File: src/hdl/pld_pkg.sv
// Purpose: shared constants for the pin cells, global cells and config
// Assumes: one 50 MHz clock; config words reached by word index
// Notes: every field position and index used by the design lives here
package pld_pkg;

    // ------------------------------------------------------------
    // sizes
    // ------------------------------------------------------------
    localparam int N_PIN = 20;
    localparam int N_LCC = 20;
    localparam int N_GRP = 2;
    localparam int SYNC_W = N_PIN + 2;
    localparam int ADDR_W = 5;
    localparam int DATA_W = 32;
    localparam int SRC_W = 5;
    localparam int PC_CFG_W = 8;
    localparam int GC_CFG_W = 3;
    localparam int NUM_CFG = 23;

    // ------------------------------------------------------------
    // register indices
    // ------------------------------------------------------------
    localparam logic [ADDR_W-1:0] IDX_PIN_FIRST = 5'h00;
    localparam logic [ADDR_W-1:0] IDX_GLOBAL_A = 5'h14;
    localparam logic [ADDR_W-1:0] IDX_LCC_POL = 5'h16;
    localparam logic [ADDR_W-1:0] IDX_CTRL = 5'h17;
    localparam logic [ADDR_W-1:0] IDX_SIG = 5'h18;
    localparam logic [ADDR_W-1:0] IDX_LCC_STAT = 5'h19;
    localparam logic [ADDR_W-1:0] IDX_ARR_STAT = 5'h1A;

    // ------------------------------------------------------------
    // field positions
    // ------------------------------------------------------------
    localparam int PC_SRC_LSB = 0;
    localparam int PC_INV_BIT = 5;
    localparam int PC_LATCH_BIT = 6;
    localparam int PC_BYP_BIT = 7;
    localparam int GC_SEL_LSB = 0;
    localparam int GC_POL_BIT = 2;
    localparam int CTRL_SECURE_BIT = 0;
    localparam int CTRL_ERASE_BIT = 1;

    // ------------------------------------------------------------
    // global clock source codes
    // ------------------------------------------------------------
    typedef enum logic [1:0] {
        CLK_SRC_PIN_ONE = 2'h0,
        CLK_SRC_PIN_TWO = 2'h1,
        CLK_SRC_TERM = 2'h2
    } clk_src_e;

endpackage

File: src/hdl/global_cell.sv
// Purpose: one global cell: clock choice, pin cell polarity, group terms
// Assumes: clock pins already synchronised; terms from the same clock
// Notes: edges are one-cycle pulses of the sampled chosen clock
`timescale 1ns/1ps
module global_cell
    import pld_pkg::*;
(
    input wire logic ref_clk, // system clock
    input wire logic rst_n, // sync reset, active low
    input wire logic [pld_pkg::GC_CFG_W-1:0] cfg, // select and polarity
    input wire logic clk_one, // stable first clock pin
    input wire logic clk_two, // stable second clock pin
    input wire logic clock_term, // array product term clock
    input wire logic reset_sum, // global reset sum term
    input wire logic preset_sum, // global preset sum term
    input wire logic type_term, // register type product term
    output logic rise, // chosen clock rose
    output logic fall, // chosen clock fell
    output logic io_edge, // active pin cell edge
    output logic io_level, // pin cell clock in active phase
    output logic g_reset, // group reset level
    output logic g_preset, // group preset level
    output logic g_type // group toggle mode level
);
    typedef struct packed {
        logic lvl;
        logic rise;
        logic fall;
        logic io_edge;
        logic io_act;
        logic rst;
        logic pst;
        logic typ;
    } gc_state_s;

    gc_state_s cur_reg;
    gc_state_s cur_next;
    logic sel;

    // clock source mux and edge detection
    always_comb
    begin
        cur_next = cur_reg;
        case (clk_src_e'(cfg[GC_SEL_LSB +: 2]))
            CLK_SRC_PIN_ONE: sel = clk_one;
            CLK_SRC_PIN_TWO: sel = clk_two;
            CLK_SRC_TERM: sel = clock_term;
            default: sel = 1'b0;
        endcase
        cur_next.lvl = sel;
        cur_next.rise = sel & ~cur_reg.lvl;
        cur_next.fall = ~sel & cur_reg.lvl;
        // falling polarity picks the other edge and the low phase
        cur_next.io_edge = cfg[GC_POL_BIT] ? cur_next.fall
                                           : cur_next.rise;
        cur_next.io_act = cfg[GC_POL_BIT] ? ~sel : sel;
        cur_next.rst = reset_sum;
        cur_next.pst = preset_sum;
        cur_next.typ = type_term;
        if (!rst_n)
        begin
            cur_next = '0;
        end
    end

    // state register
    always_ff @(posedge ref_clk)
    begin
        cur_reg <= cur_next;
    end

    assign rise = cur_reg.rise;
    assign fall = cur_reg.fall;
    assign io_edge = cur_reg.io_edge;
    assign io_level = cur_reg.io_act;
    assign g_reset = cur_reg.rst;
    assign g_preset = cur_reg.pst;
    assign g_type = cur_reg.typ;
endmodule

File: src/hdl/pin_cell.sv
// Purpose: one pin cell: output routing, polarity, three-state, input store
// Assumes: pin value already synchronised and filtered
// Notes: latch mode is transparent during the active clock phase
`timescale 1ns/1ps
module pin_cell
    import pld_pkg::*;
#(
    parameter int N_SRC = 20 // number of logic cells to choose from
)
(
    input wire logic ref_clk, // system clock
    input wire logic rst_n, // sync reset, active low
    input wire logic [pld_pkg::PC_CFG_W-1:0] cfg, // cell configuration
    input wire logic [N_SRC-1:0] src_q, // logic cell outputs
    input wire logic [N_SRC-1:0] src_oe, // logic cell enables
    input wire logic pin_val, // stable pin level
    input wire logic clk_edge, // active edge from global cell
    input wire logic clk_level, // active phase from global cell
    output logic pad_out, // pin output level
    output logic pad_oe, // pin output enable, high drives
    output logic to_array // value presented to the array
);
    typedef struct packed {
        logic out;
        logic oe;
        logic store;
        logic arr;
    } pc_state_s;

    pc_state_s cur_reg;
    pc_state_s cur_next;
    logic [SRC_W-1:0] src;
    logic store_v;

    // output routing and input capture
    always_comb
    begin
        cur_next = cur_reg;
        src = cfg[PC_SRC_LSB +: SRC_W];
        store_v = cur_reg.store;
        // any logic cell, out-of-range choice drives nothing
        if (int'(src) < N_SRC)
        begin
            cur_next.out = src_q[src] ^ cfg[PC_INV_BIT];
            cur_next.oe = src_oe[src];
        end
        else
        begin
            cur_next.out = 1'b0;
            cur_next.oe = 1'b0;
        end
        if (cfg[PC_LATCH_BIT] ? clk_level : clk_edge)
        begin
            store_v = pin_val;
        end
        cur_next.store = store_v;
        cur_next.arr = cfg[PC_BYP_BIT] ? pin_val : store_v;
        if (!rst_n)
        begin
            cur_next = '0;
        end
    end

    // state register
    always_ff @(posedge ref_clk)
    begin
        cur_reg <= cur_next;
    end

    assign pad_out = cur_reg.out;
    assign pad_oe = cur_reg.oe;
    assign to_array = cur_reg.arr;
endmodule

File: src/hdl/pld_io_and_global_cells.sv
// Purpose: pin cells, two global cells, logic cell registers, config store
// Assumes: array sum terms arrive on ref_clk; pins are asynchronous
// Notes: configuration words reached by word index on a plain port
// Contract
// - pin output chosen from any logic cell
// - pin input stored by register or latch
// - three-state pin drive with output inversion
// - pin store clocked by its group's global cell
// - pin store can be bypassed to array
// - global clock from pin one, two, term
// - pin cell clock polarity set per group
// - each logic cell has own clock polarity
// - global reset and preset from sum terms
// - one fast term selects register type
// - two global cells, cells split in halves
// - secure bit blocks readback until full erase
// - user signature word stored at programming
// - signature stays readable while secured
// - type term switches load to toggle counting
// - global outputs reach every served logic cell
//
// Local design decisions: the placing of the registers and the address-and-strobe port.
`timescale 1ns/1ps
module pld_io_and_global_cells
    import pld_pkg::*;
#(
    parameter int NP = 20, // pin cells
    parameter int NL = 20 // logic cells
)
(
    input wire logic ref_clk, // system clock, 50 MHz
    input wire logic rst_n, // sync reset, active low
    input wire logic [pld_pkg::ADDR_W-1:0] reg_addr, // word index
    input wire logic [pld_pkg::DATA_W-1:0] reg_wdata, // write data
    input wire logic reg_wr, // write strobe
    input wire logic reg_rd, // read strobe
    output logic [pld_pkg::DATA_W-1:0] reg_rdata, // read data, next cycle
    input wire logic dedicated_clock_pin_one, // first clock pin
    input wire logic dedicated_clock_pin_two, // second clock pin
    input wire logic [NP-1:0] pin_in, // pin levels seen at the pads
    output logic [NP-1:0] pin_out, // pin drive levels
    output logic [NP-1:0] pin_oe, // pin enables, high drives
    input wire logic [NL-1:0] lcc_d_sum, // data sum per logic cell
    input wire logic [NL-1:0] lcc_oe_sum, // enable sum per logic cell
    input wire logic [pld_pkg::N_GRP-1:0] clock_term, // clock terms
    input wire logic [pld_pkg::N_GRP-1:0] reset_sum, // reset sums
    input wire logic [pld_pkg::N_GRP-1:0] preset_sum, // preset sums
    input wire logic [pld_pkg::N_GRP-1:0] type_term, // type terms
    output logic [NP-1:0] pin_to_array, // pin values into the array
    output logic [NL-1:0] lcc_q // logic cell register outputs
);
    // ------------------------------------------------------------
    // state
    // ------------------------------------------------------------
    typedef struct packed {
        logic [SYNC_W-1:0] s1;
        logic [SYNC_W-1:0] s2;
        logic [SYNC_W-1:0] s3;
        logic [SYNC_W-1:0] stable;
        logic [NUM_CFG-1:0][DATA_W-1:0] cfg;
        logic [DATA_W-1:0] sig;
        logic secure;
        logic [DATA_W-1:0] rdata;
        logic [NL-1:0] q;
    } top_state_s;

    top_state_s cur_reg;
    top_state_s cur_next;

    logic [N_GRP-1:0] g_rise;
    logic [N_GRP-1:0] g_fall;
    logic [N_GRP-1:0] g_io_edge;
    logic [N_GRP-1:0] g_io_level;
    logic [N_GRP-1:0] g_reset;
    logic [N_GRP-1:0] g_preset;
    logic [N_GRP-1:0] g_type;
    logic [NP-1:0] arr_bits;

    // ------------------------------------------------------------
    // global cells, one per group
    // ------------------------------------------------------------
    genvar g;
    generate
        for (g = 0; g < N_GRP; g++)
        begin : gen_global
            // two independent cells, each with its own config word
            global_cell u_global (
                .ref_clk(ref_clk),
                .rst_n(rst_n),
                .cfg(cur_reg.cfg[int'(IDX_GLOBAL_A) + g][GC_CFG_W-1:0]),
                .clk_one(cur_reg.stable[NP]),
                .clk_two(cur_reg.stable[NP+1]),
                .clock_term(clock_term[g]),
                .reset_sum(reset_sum[g]),
                .preset_sum(preset_sum[g]),
                .type_term(type_term[g]),
                .rise(g_rise[g]),
                .fall(g_fall[g]),
                .io_edge(g_io_edge[g]),
                .io_level(g_io_level[g]),
                .g_reset(g_reset[g]),
                .g_preset(g_preset[g]),
                .g_type(g_type[g])
            );
        end
    endgenerate

    // ------------------------------------------------------------
    // pin cells; first half on group A, second half on group B
    // ------------------------------------------------------------
    genvar p;
    generate
        for (p = 0; p < NP; p++)
        begin : gen_pin
            localparam int GP = (p < NP / 2) ? 0 : 1;
            pin_cell #(
                .N_SRC(NL)
            ) u_pin (
                .ref_clk(ref_clk),
                .rst_n(rst_n),
                .cfg(cur_reg.cfg[int'(IDX_PIN_FIRST) + p][PC_CFG_W-1:0]),
                .src_q(cur_reg.q),
                .src_oe(lcc_oe_sum),
                .pin_val(cur_reg.stable[p]),
                .clk_edge(g_io_edge[GP]),
                .clk_level(g_io_level[GP]),
                .pad_out(pin_out[p]),
                .pad_oe(pin_oe[p]),
                .to_array(arr_bits[p])
            );
        end
    endgenerate

    assign pin_to_array = arr_bits;

    // ------------------------------------------------------------
    // next state: synchronisers, register port, logic cell registers
    // ------------------------------------------------------------
    always_comb
    begin
        logic [N_GRP-1:0] grp_edge;
        logic grp;
        logic pol;
        logic cell_edge;
        grp_edge = '0;
        grp = 1'b0;
        pol = 1'b0;
        cell_edge = 1'b0;
        cur_next = cur_reg;

        // three-stage sampling; a level counts once stages two and
        // three agree, so a single-cycle glitch never reaches a cell
        cur_next.s1 = {dedicated_clock_pin_two, dedicated_clock_pin_one,
                       pin_in};
        cur_next.s2 = cur_reg.s1;
        cur_next.s3 = cur_reg.s2;
        for (int b = 0; b < SYNC_W; b++)
        begin
            if (cur_reg.s2[b] == cur_reg.s3[b])
            begin
                cur_next.stable[b] = cur_reg.s3[b];
            end
        end

        // read data stands for exactly one cycle after the strobe
        cur_next.rdata = '0;
        if (reg_rd)
        begin
            if (reg_addr <= IDX_LCC_POL)
            begin
                // configuration hidden while secured
                if (!cur_reg.secure)
                begin
                    cur_next.rdata = cur_reg.cfg[reg_addr];
                end
            end
            else if (reg_addr == IDX_CTRL)
            begin
                cur_next.rdata[CTRL_SECURE_BIT] = cur_reg.secure;
            end
            else if (reg_addr == IDX_SIG)
            begin
                cur_next.rdata = cur_reg.sig;
            end
            else if (reg_addr == IDX_LCC_STAT)
            begin
                cur_next.rdata[NL-1:0] = cur_reg.q;
            end
            else if (reg_addr == IDX_ARR_STAT)
            begin
                cur_next.rdata[NP-1:0] = arr_bits;
            end
        end

        // writes; erase is always honoured, everything else only
        // while the part is not secured
        if (reg_wr)
        begin
            if (reg_addr == IDX_CTRL && reg_wdata[CTRL_ERASE_BIT])
            begin
                cur_next.cfg = '0;
                cur_next.sig = '0;
                cur_next.secure = 1'b0;
            end
            else if (reg_addr == IDX_CTRL)
            begin
                // the bit only sets; clearing needs a full erase
                if (reg_wdata[CTRL_SECURE_BIT])
                begin
                    cur_next.secure = 1'b1;
                end
            end
            else if (cur_reg.secure)
            begin
                cur_next.sig = cur_reg.sig;
            end
            else if (reg_addr <= IDX_LCC_POL)
            begin
                cur_next.cfg[reg_addr] = reg_wdata;
            end
            else if (reg_addr == IDX_SIG)
            begin
                cur_next.sig = reg_wdata;
            end
        end

        // logic cell registers; every cell sees its group's signals
        for (int j = 0; j < NL; j++)
        begin
            grp = (j < NL / 2) ? 1'b0 : 1'b1;
            pol = cur_reg.cfg[IDX_LCC_POL][j];
            grp_edge = pol ? g_fall : g_rise;
            cell_edge = grp_edge[grp];
            // reset beats preset; neither crosses into the other group
            if (g_reset[grp])
            begin
                cur_next.q[j] = 1'b0;
            end
            else if (g_preset[grp])
            begin
                cur_next.q[j] = 1'b1;
            end
            else if (cell_edge)
            begin
                // type term high: toggle to count, low: load data
                if (g_type[grp])
                begin
                    cur_next.q[j] = cur_reg.q[j] ^ lcc_d_sum[j];
                end
                else
                begin
                    cur_next.q[j] = lcc_d_sum[j];
                end
            end
        end

        if (!rst_n)
        begin
            cur_next = '0;
        end
    end

    // ------------------------------------------------------------
    // state register
    // ------------------------------------------------------------
    always_ff @(posedge ref_clk)
    begin
        cur_reg <= cur_next;
    end

    assign reg_rdata = cur_reg.rdata;
    assign lcc_q = cur_reg.q;
endmodule

File: config.mk
export PLATFORM = sky130hd
export DESIGN_NAME = pld_io_and_global_cells
export DESIGN_NICKNAME = d
export VERILOG_FILES = /design/src/hdl/pld_pkg.sv /design/src/hdl/global_cell.sv /design/src/hdl/pin_cell.sv /design/src/hdl/pld_io_and_global_cells.sv
export SDC_FILE = /design/constraint.sdc
export NUM_CORES = 2
export LEC_CHECK = 0
export CAP_MARGIN = 5
export CELL_PAD_IN_SITES_DETAIL_PLACEMENT = 1
export CELL_PAD_IN_SITES_GLOBAL_PLACEMENT = 2
export CORE_MARGIN = 3
export CORE_UTILIZATION = 44
export DETAILED_ROUTE_END_ITERATION = 6
export DONT_BUFFER_PORTS = 1
export PLACE_DENSITY = 0.91
export SLEW_MARGIN = 40
export SYNTH_ARGS = -nofsm -noshare
export SYNTH_HDL_FRONTEND = slang
export SYNTH_SLANG_ARGS = --single-unit
File: constraint.sdc
create_clock -name ref_clk -period 2.5 [get_ports ref_clk]
set_input_delay 0.25 -clock ref_clk [delete_from_list [all_inputs] [get_ports ref_clk]]
set_output_delay 0.25 -clock ref_clk [all_outputs]
set_load 0.05 [all_outputs]
==> results.json <==
{
  "startpoint_type": "input pin",
  "htree_num_levels": 3,
  "r2r_setup_slack_ns": 0.26,
  "yosysSeqAreaShare": 0.431,
  "crit_chain": "dlygate4sd3_1 -> nand4b_1 -> dlygate4sd3_1 -> nor3_1 -> nand3_1 -> nor2_2 -> buf_4 -> a22o_1",
  "cts_buffers": 98,
  "max_freq_mhz": 441,
  "place_hpwl_um": 111000,
  "crit_required_ns": 3.14,
  "die_height_um": 332,
  "worst-path-max-fanout": 29,
  "final_cells": 5293,
  "place_congestion": 0.904,
  "drtAntennaViolNets": 0,
  "status": "finished clean",
  "crit_slowest_cell": "dlygate4sd3_1",
  "crit_family": "buffers and inverters",
  "die_area_sq_um": 110000,
  "drcViolationCount": 0,
  "hold_violations": 0,
  "synthDistinctLibCells": 57,
  "finalSetupTns_ns": 0,
  "dp.cells": 5000,
  "cts_sinks": 1005,
  "synth_seq_cells": 1005,
  "synth_flop_cell": "dfxtp_1",
  "cp_num_buf_inv": 3,
  "postSynth.asyncResetShare": 0,
  "drv_cap": 0,
  "routed_wl_um": 183000,
  "hp-class": "in -> reg",
  "fin_crit_sh": 0.907,
  "root_buffer": "clkbuf_16",
  "power_w": 0.0355,
  "io_buffers": 0,
  "grt_pass1_wl_um": 268000,
  "worst_pin_slew_ns": 0.942,
  "crit_type": "in -> reg",
  "routedWlPerCell_um": 34.5,
  "design.core.area_sq_um": 104000,
  "peakVddDrop_uv": 568,
  "area_growth_pct": 11.0,
  "setup_viol": 0,
  "cts.clk_slew.worst_paths_ns": 0.06,
  "track_usage": 0.320,
  "path_common_cell": "dlygate4sd3_1",
  "max_slew_margin": 0.371,
  "rsz0062_at_grt": "no",
  "utilization": 0.497,
  "power.density_nw_per_um2": 685,
  "die_w_um": 332,
  "drt_iter0_markers": 4176,
  "synth_edf_count": 0,
  "cpPeakStageDelay_ns": 0.63,
  "yosys_warnings": 0,
  "drt_pre_antenna_iters": 6,
  "final_cell_mix": "1004 x dfxtp_1, 617 x o2bb2ai_1, 360 x mux4_2, 162 x buf_4, 154 x mux2i_1",
  "viasPerCell": 7.10,
  "largest_reg_flops": 857,
  "avgSynthCellArea_sq_um": 11.6,
  "antenna_found_initial": 9,
  "vias": 37600,
  "final_nets": 3936,
  "setup_ws_ns": 0.232,
  "cts_tree": "done",
  "skew_ns": 0.0271,
  "grt_max_degree": 211,
  "synth_area_leaders": "dfxtp_1 43%, mux4_2 17%, o2bb2ai_1 12%, mux2i_1 3.3%, buf_4 2.5%",
  "grt_pass1_vias": 38600,
  "rows": 118,
  "initial_core_util": 0.447,
  "clockBufferDepth": 3,
  "ios": 223,
  "drive_gt1_frac": 0.207,
  "leakage_nw": 17.4,
  "synth_cells": 4037,
  "period_minus_slack_ns": 2.27,
  "final_common_cell": "dfxtp_1",
  "synth_top_area_share": 0.431,
  "pre_cts_ws_ns": 0.237,
  "synth_top_area_cell": "dfxtp_1",
  "cp.arrival_ns": 2.90,
  "netlist_area_sq_um": 46700,
  "end_kind": "flop",
  "syn_nets": 4148,
  "grt_overflow_total": 0,
  "maxSlewViolCount": 0,
  "clkLatencyLatePin_ns": 0.71
}
-- where the power goes --
group / switching, W / internal (W) / total, W
Combinational: 0.00162 / 0.000998 / 0.00262
Sequential: 0.000299 / 0.0162 / 0.0165
Clock: 0.00680 / 0.00964 / 0.0164
-- through the flow --
| stage | area [sq um] | hold WS (ns) |
|---|---|---|
| floorplan | 46700 | 0.375 |
| global route | 51800 | 0.00565 |
| finish | 51900 | 0.00245 |
| detailed placement | 47200 | 0.381 |
| CTS | 51800 | 0.000222 |
| global placement | 47200 | 0.377 |
-- synth_stat cells, types with 6 or more instances --
cell / count
mux2_2: 41
mux2i_1: 154
buf_1: 9
a22oi_1: 58
dfxtp_1: 1005
o31ai_1: 21
mux4_2: 360
a32o_1: 15
and2_1: 78
o21ai_0: 109
a2bb2o_1: 24
a21boi_0: 13
clkbuf_1: 217
nand3b_1: 20
a22o_1: 124
o2bb2ai_1: 617
nand3_1: 95
xnor2_1: 22
and3_1: 10
nor2_1: 67
o21ai_1: 28
nor2b_1: 25
a31oi_1: 21
o21a_1: 21
a2bb2oi_1: 18
nand2b_1: 53
nand2_1: 139
o211ai_1: 17
nor3b_1: 23
a21oi_1: 160
buf_6: 35
xor2_1: 20
nor3_1: 25
buf_4: 153
inv_1: 6
buf_2: 196
-- routing by layer --
layer  vias up  GRT usage  wire length (um)  share of wire
met1     19200      0.401             66600           0.36
li1      15100          -                 -              -
met2      2543      0.512             84400           0.46
met5         -          0                25        0.00014
met4         4      0.181             12600          0.069
met3       735     0.0725             19200           0.11
-- layout make-up --
type,instances,area (sq um)
repair buffers,298,2950
diodes,7,17.5
fillers,10600,52500
well taps,1380,1730
multi-input cells,2416,23500
flip-flops and latches,1005,20100
clock buffers,135,2800
clock inverters,46,742
inverters,6,25.0
-- kinds of logic after synthesis --
family	count (synthesis)	synth area share
flip-flops	1005	0.431
multiplexers	555	0.216
AND/OR/NAND/NOR	555	0.0629
XOR/XNOR	42	0.00788
AO/OA/AOI/OAI	1264	0.209
buffers and inverters	616	0.0727
-- timing repair --
| action | in CTS | in global routing |
|---|---|---|
| setup buffers | 0 | 0 |
| hold buffers | 100 | 0 |
| endpoints found under the hold margin | 697 | 0 |
| resized for setup | 0 | 0 |
-- worst min-delay path, delay by kind of cell --
family / cells / cell delay, ns
and+or+nand+nor: 1 / 0.07
AOI/OAI and AO/OA: 1 / 0.11
muxes: 1 / 0.20
-- final timing paths --
check        depth (start not counted)                                   to                    start
min reg2reg                          1              cur_reg[875]$_SDFF_PN0_  cur_reg[897]$_SDFF_PN0_
min                                  3   gen_pin[6].u_pin.pad_oe$_SDFF_PN0_           lcc_oe_sum[19]
max reg2reg                          5  gen_pin[7].u_pin.pad_out$_SDFF_PN0_   lcc_q[18]$_SDFFE_PP0P_
max                                  8            cur_reg[762]$_SDFFE_PN0P_              reg_addr[4]
(Power assumes the default switching activity.)
